### src/crb_map.svh
`ifndef CRB_MAP_SVH
`define CRB_MAP_SVH
// Register byte addresses
`define CRB_ADDR_CTRL      12'h000
`define CRB_ADDR_MASK      12'h004
`define CRB_ADDR_STATUS    12'h008
`define CRB_ADDR_IRQ_STAT  12'h00c
`define CRB_ADDR_IRQ_MASK  12'h010
// Control register fields
`define CRB_CTRL_READY     0
`define CRB_CTRL_DONE      1
`define CRB_CTRL_WDT_EN    2
`define CRB_CTRL_WAKE_EN   3
`define CRB_CTRL_CLK_SEL   4
// Mask register fields
`define CRB_MSK_DEBUG      0
`define CRB_MSK_WDT        1
`define CRB_MSK_PLL        2
// Event bit positions
`define CRB_EV_DEBUG       0
`define CRB_EV_WDT         1
`define CRB_EV_PLL         2
`define CRB_EV_WAKE        3
`define CRB_EV_READY       4
`define CRB_EV_DONE        5
`define CRB_EV_W           6
// Reset values
`define CRB_CTRL_RST       5'h00
`define CRB_MASK_RST       3'h0
`define CRB_IMASK_RST      6'h00
// Self-test time before download window opens
`define CRB_SELFTEST_NS    200
`define CRB_CLK_NS         20
`define CRB_SELFTEST_CYC   ((`CRB_SELFTEST_NS + `CRB_CLK_NS - 1) / `CRB_CLK_NS)
// Least warm reset pulse, in cycles
`define CRB_WARM_MIN_CYC   2
`endif

### src/crb_pkg.sv
package crb_pkg;
    typedef enum logic [3:0] {
        ST_RESET   = 4'b0001,
        ST_SELF    = 4'b0010,
        ST_LOAD    = 4'b0100,
        ST_RUN     = 4'b1000
    } crb_boot_t;

    typedef struct packed {
        logic debug_warm_reset_n;
        logic watchdog_timeout;
        logic pll_unlock;
        logic fast_wake_request_n;
    } crb_trig_t;

    typedef struct packed {
        logic peripheral_reset_n;
        logic core_reset_n;
        logic clock_sel_pll;
    } crb_rst_t;
endpackage : crb_pkg

### src/crb_reset_ctrl.sv
`timescale 1ns/1ps
`include "crb_map.svh"

// Overview of operation
// - Hardware reset pin low resets core functions and peripheral modules.
// - While reset pin low, modules disabled and registers at defaults.
// - Boot begins only after the reset pin is released.
// - Interrupt pin driven low when ready for software download.
// - Interrupt pin released high when the boot sequence completes.
// - Reference clock input is the default clock source after reset.
// - Any enabled, unmasked trigger causes a warm reset.
// - Warm reset resets peripherals only; configuration survives.
// - Debug reset input low causes warm reset unless its mask is set.
// - Watchdog timeout resets only when enabled and not masked.
// - PLL out-of-lock causes warm reset unless its mask is set.
// - Masked interrupt status bits drive the separate irq output, active high.
// - Fast wake request causes warm reset only when wake enable set.
// - Interrupt stays asserted until software fully downloaded.
module crb_reset_ctrl (
    input  wire logic             pclk,
    input  wire logic             presetn,
    input  wire logic             psel,
    input  wire logic             penable,
    input  wire logic             pwrite,
    input  wire logic [11:0]      paddr,
    input  wire logic [31:0]      pwdata,
    output logic      [31:0]      prdata,
    output logic                  pready,
    output logic                  pslverr,
    input  wire crb_pkg::crb_trig_t trig,
    output crb_pkg::crb_rst_t     rst_out,
    output logic                  irq_pin_n,
    output logic                  irq
);
    import crb_pkg::*;

    // ************************************************************
    // Trigger synchronisers
    // ************************************************************
    crb_trig_t trig_m;
    crb_trig_t trig_s;

    always_ff @(posedge pclk or negedge presetn)
    begin
        if (!presetn)
        begin
            trig_m <= '{1'b1, 1'b0, 1'b0, 1'b1};
            trig_s <= '{1'b1, 1'b0, 1'b0, 1'b1};
        end
        else
        begin
            trig_m <= trig;
            trig_s <= trig_m;
        end
    end

    // ************************************************************
    // Registers
    // ************************************************************
    logic [4:0]        ctrl;
    logic [2:0]        mask;
    logic [`CRB_EV_W-1:0] irq_stat;
    logic [`CRB_EV_W-1:0] irq_mask;
    crb_boot_t         boot;
    logic [3:0]        st_cnt;
    logic [1:0]        warm_cnt;
    logic              warm_act;
    logic              warm_req;
    logic [`CRB_EV_W-1:0] events;
    logic              wr_en;

    function automatic logic hit(input logic [11:0] a, input logic [11:0] b);
        return a == b;
    endfunction : hit

    assign wr_en = psel && penable && pready && pwrite;

    always_comb
    begin
        warm_req = (!trig_s.debug_warm_reset_n
                    && !mask[`CRB_MSK_DEBUG])
                 || (trig_s.watchdog_timeout && ctrl[`CRB_CTRL_WDT_EN]
                    && !mask[`CRB_MSK_WDT])
                 || (trig_s.pll_unlock && !mask[`CRB_MSK_PLL])
                 || (!trig_s.fast_wake_request_n
                    && ctrl[`CRB_CTRL_WAKE_EN]);
    end

    // Configuration survives warm reset; only presetn clears it
    always_ff @(posedge pclk or negedge presetn)
    begin
        if (!presetn)
            ctrl <= `CRB_CTRL_RST;
        else if (wr_en && hit(paddr, `CRB_ADDR_CTRL))
            ctrl <= pwdata[4:0];
    end

    always_ff @(posedge pclk or negedge presetn)
    begin
        if (!presetn)
            mask <= `CRB_MASK_RST;
        else if (wr_en && hit(paddr, `CRB_ADDR_MASK))
            mask <= pwdata[2:0];
    end

    always_ff @(posedge pclk or negedge presetn)
    begin
        if (!presetn)
            irq_mask <= `CRB_IMASK_RST;
        else if (wr_en && hit(paddr, `CRB_ADDR_IRQ_MASK))
            irq_mask <= pwdata[`CRB_EV_W-1:0];
    end

    // ************************************************************
    // Warm reset pulse
    // ************************************************************
    always_ff @(posedge pclk or negedge presetn)
    begin
        if (!presetn)
        begin
            warm_cnt <= 2'h0;
            warm_act <= 1'b0;
        end
        else if (warm_req)
        begin
            warm_cnt <= 2'(`CRB_WARM_MIN_CYC - 1);
            warm_act <= 1'b1;
        end
        else if (warm_cnt != 2'h0)
            warm_cnt <= warm_cnt - 2'h1;
        else
            warm_act <= 1'b0;
    end

    // ************************************************************
    // Boot sequencer
    // ************************************************************
    always_ff @(posedge pclk or negedge presetn)
    begin
        if (!presetn)
        begin
            boot <= ST_RESET;
            st_cnt <= 4'h0;
        end
        else
        begin
            case (boot)
                ST_RESET:
                begin
                    boot <= ST_SELF;
                    st_cnt <= 4'(`CRB_SELFTEST_CYC - 1);
                end
                ST_SELF:
                    if (st_cnt == 4'h0)
                        boot <= ST_LOAD;
                    else
                        st_cnt <= st_cnt - 4'h1;
                ST_LOAD:
                    if (wr_en && hit(paddr, `CRB_ADDR_CTRL)
                        && pwdata[`CRB_CTRL_DONE])
                        boot <= ST_RUN;
                ST_RUN:
                    boot <= ST_RUN;
                default:
                    boot <= ST_RESET;
            endcase
        end
    end

    // ************************************************************
    // Pins and reset outputs
    // ************************************************************
    always_ff @(posedge pclk or negedge presetn)
    begin
        if (!presetn)
        begin
            irq_pin_n <= 1'b1;
            rst_out <= '{1'b0, 1'b0, 1'b0};
        end
        else
        begin
            irq_pin_n <= !(boot == ST_LOAD);
            rst_out.core_reset_n <= 1'b1;
            rst_out.peripheral_reset_n <= !warm_act;
            rst_out.clock_sel_pll <= ctrl[`CRB_CTRL_CLK_SEL];
        end
    end

    // ************************************************************
    // Interrupt status
    // ************************************************************
    always_comb
    begin
        events = '0;
        events[`CRB_EV_DEBUG] = !trig_s.debug_warm_reset_n;
        events[`CRB_EV_WDT]   = trig_s.watchdog_timeout;
        events[`CRB_EV_PLL]   = trig_s.pll_unlock;
        events[`CRB_EV_WAKE]  = !trig_s.fast_wake_request_n;
        events[`CRB_EV_READY] = (boot == ST_SELF) && (st_cnt == 4'h0);
        events[`CRB_EV_DONE]  = (boot == ST_LOAD) && wr_en
            && hit(paddr, `CRB_ADDR_CTRL) && pwdata[`CRB_CTRL_DONE];
    end

    always_ff @(posedge pclk or negedge presetn)
    begin
        if (!presetn)
            irq_stat <= '0;
        else if (wr_en && hit(paddr, `CRB_ADDR_IRQ_STAT))
            irq_stat <= (irq_stat & ~pwdata[`CRB_EV_W-1:0]) | events;
        else
            irq_stat <= irq_stat | events;
    end

    always_ff @(posedge pclk or negedge presetn)
    begin
        if (!presetn)
            irq <= 1'b0;
        else
            irq <= |(irq_stat & irq_mask);
    end

    // ************************************************************
    // APB slave
    // ************************************************************
    always_ff @(posedge pclk or negedge presetn)
    begin
        if (!presetn)
        begin
            prdata <= 32'h0;
            pready <= 1'b0;
            pslverr <= 1'b0;
        end
        else
        begin
            pready <= psel && !penable;
            pslverr <= 1'b0;
            prdata <= 32'h0;
            if (psel && !penable)
            begin
                case (paddr)
                    `CRB_ADDR_CTRL:     prdata <= {27'h0, ctrl};
                    `CRB_ADDR_MASK:     prdata <= {29'h0, mask};
                    `CRB_ADDR_STATUS:
                        prdata <= {26'h0, warm_act, boot,
                                   !irq_pin_n};
                    `CRB_ADDR_IRQ_STAT: prdata <= {26'h0, irq_stat};
                    `CRB_ADDR_IRQ_MASK: prdata <= {26'h0, irq_mask};
                    default:            pslverr <= 1'b1;
                endcase
            end
        end
    end

    // ************************************************************
    // Checks
    // ************************************************************
    chk_boot_hold: assert property (
        @(posedge pclk) disable iff (!presetn)
        $rose(presetn) |-> boot == ST_RESET && irq_pin_n)
        else $error("boot started early");
    chk_irq_ready: assert property (
        @(posedge pclk) disable iff (!presetn)
        boot == ST_LOAD |=> !irq_pin_n)
        else $error("irq not low when ready");
    chk_irq_done: assert property (
        @(posedge pclk) disable iff (!presetn)
        boot == ST_RUN |=> irq_pin_n)
        else $error("irq not released");
    chk_warm_min: assert property (
        @(posedge pclk) disable iff (!presetn)
        $rose(warm_act) |-> warm_act [*2])
        else $error("warm reset too short");
    chk_warm_pll: assert property (
        @(posedge pclk) disable iff (!presetn)
        trig_s.pll_unlock && !mask[`CRB_MSK_PLL] |=> warm_act)
        else $error("pll unlock ignored");
    chk_warm_dbg: assert property (
        @(posedge pclk) disable iff (!presetn)
        !trig_s.debug_warm_reset_n && !mask[`CRB_MSK_DEBUG]
        |=> ##1 !rst_out.peripheral_reset_n)
        else $error("debug reset ignored");
    chk_warm_wdt: assert property (
        @(posedge pclk) disable iff (!presetn)
        trig_s.watchdog_timeout && !warm_act
        && (!ctrl[`CRB_CTRL_WDT_EN] || mask[`CRB_MSK_WDT])
        && trig_s.debug_warm_reset_n && !trig_s.pll_unlock
        && (trig_s.fast_wake_request_n || !ctrl[`CRB_CTRL_WAKE_EN])
        |=> !warm_act)
        else $error("watchdog reset while disabled");
    chk_wake_req: assert property (
        @(posedge pclk) disable iff (!presetn)
        !trig_s.fast_wake_request_n && ctrl[`CRB_CTRL_WAKE_EN]
        |=> warm_act)
        else $error("wake reset ignored");
    chk_core_keep: assert property (
        @(posedge pclk) disable iff (!presetn)
        warm_act |=> rst_out.core_reset_n)
        else $error("core reset by warm reset");
    chk_dbg_mask: assert property (
        @(posedge pclk) disable iff (!presetn)
        !trig_s.debug_warm_reset_n && mask[`CRB_MSK_DEBUG] && !warm_act
        && !trig_s.watchdog_timeout && !trig_s.pll_unlock
        && trig_s.fast_wake_request_n
        |=> !warm_act)
        else $error("masked debug reset acted");
    chk_pll_mask: assert property (
        @(posedge pclk) disable iff (!presetn)
        trig_s.pll_unlock && mask[`CRB_MSK_PLL] && !warm_act
        && trig_s.debug_warm_reset_n && !trig_s.watchdog_timeout
        && trig_s.fast_wake_request_n
        |=> !warm_act)
        else $error("masked pll unlock acted");
    chk_wake_off: assert property (
        @(posedge pclk) disable iff (!presetn)
        !trig_s.fast_wake_request_n && !ctrl[`CRB_CTRL_WAKE_EN]
        && !warm_act && trig_s.debug_warm_reset_n
        && !trig_s.watchdog_timeout && !trig_s.pll_unlock
        |=> !warm_act)
        else $error("wake reset while disabled");
    chk_periph_low: assert property (
        @(posedge pclk) disable iff (!presetn)
        warm_act |=> !rst_out.peripheral_reset_n)
        else $error("peripherals not held in warm reset");
    chk_self_seq: assert property (
        @(posedge pclk) disable iff (!presetn)
        boot == ST_RESET |=> boot == ST_SELF)
        else $error("boot did not start after release");
    chk_load_hold: assert property (
        @(posedge pclk) disable iff (!presetn)
        boot == ST_LOAD && !events[`CRB_EV_DONE] |=> boot == ST_LOAD)
        else $error("download window closed early");
    chk_clk_ref: assert property (
        @(posedge pclk) disable iff (!presetn)
        !ctrl[`CRB_CTRL_CLK_SEL] |=> !rst_out.clock_sel_pll)
        else $error("reference clock not selected");
    chk_apb_ready: assert property (
        @(posedge pclk) disable iff (!presetn)
        psel && !penable |=> pready)
        else $error("no answer in access cycle");
    chk_apb_pulse: assert property (
        @(posedge pclk) disable iff (!presetn)
        pready |=> !pready)
        else $error("ready held too long");
    chk_stat_set: assert property (
        @(posedge pclk) disable iff (!presetn)
        events != '0 |=> (irq_stat & $past(events)) == $past(events))
        else $error("event lost in status");
    chk_irq_level: assert property (
        @(posedge pclk) disable iff (!presetn)
        (irq_stat & irq_mask) != '0 |=> irq)
        else $error("interrupt not raised");

    cov_ready: cover property (@(posedge pclk) boot == ST_LOAD);
    cov_done: cover property (@(posedge pclk) boot == ST_RUN);
    cov_warm: cover property (@(posedge pclk) $rose(warm_act));
    cov_wdt_on: cover property (@(posedge pclk)
        trig_s.watchdog_timeout && ctrl[`CRB_CTRL_WDT_EN]);
    cov_bad_addr: cover property (@(posedge pclk) pready && pslverr);
endmodule : crb_reset_ctrl

### config.mk
export PLATFORM = sky130hd
export DESIGN_NAME = crb_reset_ctrl
export DESIGN_NICKNAME = d
export VERILOG_FILES = /design/src/crb_pkg.sv /design/src/crb_reset_ctrl.sv
export VERILOG_INCLUDE_DIRS = /design/src /design/src/src
export SDC_FILE = /design/constraint.sdc
export NUM_CORES = 1
export LEC_CHECK = 0
export ABC_AREA = 0
export BUFFER_PORTS_ARGS = -buffer_cell sky130_fd_sc_hd__buf_2
export CORE_UTILIZATION = 34
export CTS_CLUSTER_SIZE = 28
export DETAILED_ROUTE_END_ITERATION = 6
export GPL_ROUTABILITY_DRIVEN = 0
export GPL_TIMING_DRIVEN = 1
export PLACE_DENSITY = 0.61
export SLEW_MARGIN = 25
export SYNTH_ARGS = -nofsm -noshare
export SYNTH_HDL_FRONTEND = slang
export SYNTH_SLANG_ARGS = --single-unit
### constraint.sdc
create_clock -name pclk -period 3.85 [get_ports pclk]
set_input_delay 0.77 -clock pclk [delete_from_list [all_inputs] [get_ports pclk]]
set_output_delay 0.77 -clock pclk [all_outputs]
set_load 0.05 [all_outputs]
==> run_results.csv <==
group,metric,value,unit
synth,ys.flop_type,"dfrtp_1",
timing,final.setup.tns,0,ps
clock_network,htree_levels,2,
floorplanning,initial_core_util,35.4,%
synth,synth_area_leader_cell,"dfrtp_1",
synth,synth-async-reset-ratio,100,%
timing,setup_viol_count_final,0,
pwr,power.total,0.00116,W
floorplanning,fp.dieArea,7410,um^2
routing,drtIter0Drc,62,
routing,drtAntennaViolNets,0,
global_routing,grt_max_degree,38,
timing,fin_crit,2370,ps
clock_network,clock-sinks,52,
critical_path,timing.critical_path.arrival,2560,ps
job,maxCapViolCount,0,
synth,synth_top_area_share,47.9,%
synth,syn_area,2400,um^2
critical_path,worstSetupPathType,"in2reg",
clock_network,post_cts_resized,0,
global_routing,antenna_found_initial,0,
synth,ys_seq_elements,52,
critical_path,cp_num_buf_inv,1,
global_routing,grt_pass1_vias,1521,
clock_network,cts_tree,"yes",
critical_path,crit_fanout,6,
synth,synth_cell_type_count,43,
routing,avgRoutedWirePerCell,13.0,um
run_status,status,"finished clean",
global_routing,grt_pass1_wl,7530,um
floorplanning,die_w,86.1,um
critical_path,critPathSlowestCell,"or4_1",
floorplanning,pin_count,92,
critical_path,crit_family,"simple AND/OR/NAND/NOR gates",
synth,synth_cells,207,
synth,yosys_warnings,0,
finish,layout_commonest_cell,"dfrtp_1",
clock_network,cts-root-buf,"clkbuf_8",
critical_path,worstSetupStartpointType,"input port",
pwr,cellLeakagePower,1.33,nW
pwr,peakVddDrop,0.190,mV
critical_path,max_stage_delay,540,ps
floorplanning,die_h,86.1,um
finish,nets,303,
synth,syn_avg_cell_area,11.6,um^2
finish,layout_common_cells,"dfrtp_1, buf_2, conb_1",
placement,numPortBuffers,39,
timing,slew_headroom,45.6,%
clock_network,cts_setup_buffers,0,
timing,drv_slew,0,
timing,max_freq,0.422,GHz
routing,vias_per_cell,4.39,
clock_network,cts_buffers,5,
global_routing,grtUsageTotal,13.4,%
timing,hold_violations,0,
clock_network,clk_latency,300,ps
timing,rsz0062_at_grt,"no",
clock_network,clockBufferDepth,2,
placement,hpwlAfterDp,3290,um
floorplanning,core_area,6790,um^2
timing,skew,6.22,ps
finish,syn_to_final_growth,12.1,%
clock_network,cts_hold_buf,0,
routing,wl,4480,um
critical_path,end_kind,"flip-flop",
critical_path,crit_chain,"buf_2, or4_1, and4b_1, and3_1, mux2_2",
critical_path,r2r_slack,1970,ps
synth,ys_seq_area_share,54.5,%
global_routing,grt_overflow_total,0,
routing,firstDrtPassIters,4,
pwr,powerDensity,431,nW/um^2
routing,drc,0,
finish,num-fill-cells,680,
finish,drive_above_1_share,28.9,%
min_path,hold_path.class,"reg2reg",
clock_network,clkTransAtPathRegs,80,ps
routing,vias,1514,
floorplanning,fp-row-count,30,
finish,insertedDiodeCount,0,
synth,synthTopCellsByArea,"dfrtp_1, buf_4, dfstp_2, mux2_2, mux4_2",
synth,synth_edf_count,0,
timing,tightest_slew,805,ps
timing,post-route-period-util,61.6,%
critical_path,cp.required,4040,ps
worst register-to-register path, stage by stage (launching register included):
cell     delay (ps)
dfrtp_1         480
nor4b_1         740
nand2_1         230
mux2_2          320
state kept, by name, summed over array words and instances, names as in the netlist:
| name | cells |
|---|---|
| events | 2 |
| irq | 1 |
| ctrl | 5 |
| warm_cnt | 2 |
| trig_s | 2 |
| irq_pin_n | 1 |
| rst_out | 3 |
| mask | 3 |
| trig_m | 4 |
| st_cnt | 4 |
| warm_act | 1 |
| boot | 4 |
| pready | 1 |
| pslverr | 1 |
| prdata | 6 |
| irq_mask | 6 |
| irq_stat | 6 |
kinds of logic (layout without fill, tap and decap cells):
kind of cell | after synthesis | after routing | synth area share (%)
muxes | 19 | 19 | 10.2
buffers and inverters | 46 | 63 | 11.5
AOI/OAI and AO/OA | 29 | 29 | 8.39
xor gates and xnor gates | 4 | 4 | 1.46
adders and majority gates | 2 | 2 | 1.04
DFF | 52 | 52 | 54.5
other | 2 | 27 | 0.313
and+or+nand+nor | 53 | 53 | 12.7
stage by stage:
step                area [um^2]  instances  util (%)  setup slack (ps)  hold slack, ps
finish                     2690        345      39.7              1480             355
global route               2690        345      39.7              1400             361
CTS                        2690        345      39.7              1470             358
detailed placement         2600        337      38.3              1140             336
global placement           2600        337      38.3              1150             333
floorplan                  2500        232         -              1450             331
synth_stat cells (2+ instances only):
cell	instances
mux2_1	3
a2bb2oi_1	4
ha_1	2
nand3_1	8
mux2_2	11
xor2_1	3
dfstp_2	6
o2bb2ai_1	3
conb_1	2
clkbuf_1	4
nand2_1	5
mux4_2	3
and3_1	3
nand4_1	3
nor4b_1	2
mux2i_1	2
buf_4	27
inv_1	14
a22oi_1	7
dfrtp_1	46
or4b_2	2
a21o_1	2
a21oi_1	2
o21ai_0	8
nor3_1	4
nor2b_1	3
nor2_1	12
power by group:
part	internal (W)	leakage, nW	total [W]	switching [W]
Combinational	0.0000757	0.640	0.000226	0.000150
Clock	0.000147	0.0455	0.000314	0.000167
Sequential	0.000589	0.640	0.000620	0.0000309
Total	0.000811	1.33	0.00116	0.000349
final cells by class:
| type | count | area (um^2) | area share (%) |
|---|---|---|---|
| Clock buffer | 8 | 90.1 | 3.34 |
| Inverter | 14 | 52.6 | 1.95 |
| Multi-Input combinational cell | 134 | 912 | 33.9 |
| Sequential cell | 52 | 1310 | 48.6 |
| Tap cell | 96 | 120 | 4.46 |
| Timing Repair Buffer | 41 | 210 | 7.80 |
worst paths after layout:
path / endpoint / from / depth (start not counted)
max reg2reg: st_cnt[0]$_DFFE_PN0P_ / boot[3]$_DFFE_PN0P_ / 3
min in group asynchronous: pready$_DFF_PN0_ / presetn / 1
max: ctrl[0]$_DFFE_PN0N_ / paddr[9] / 5
min: events[2]$_DFF_PN0_ / trig_m[1]$_DFF_PN0_ / 0
min reg2reg: events[2]$_DFF_PN0_ / trig_m[1]$_DFF_PN0_ / 0
max in group asynchronous: irq_pin_n$_DFF_PN1_ / presetn / 2
metal layers:
| layer | GRT usage, % | up-vias | routed length (um) |
|---|---|---|---|
| met5 | 0 | - | 0 |
| met1 | 17.6 | 709 | 2180 |
| met3 | 4.72 | 6 | 278 |
| li1 | - | 752 | - |
| met2 | 21.0 | 47 | 1980 |
| met4 | 3.64 | 0 | 48 |
Note: power is estimated with default switching activity, not from simulation.
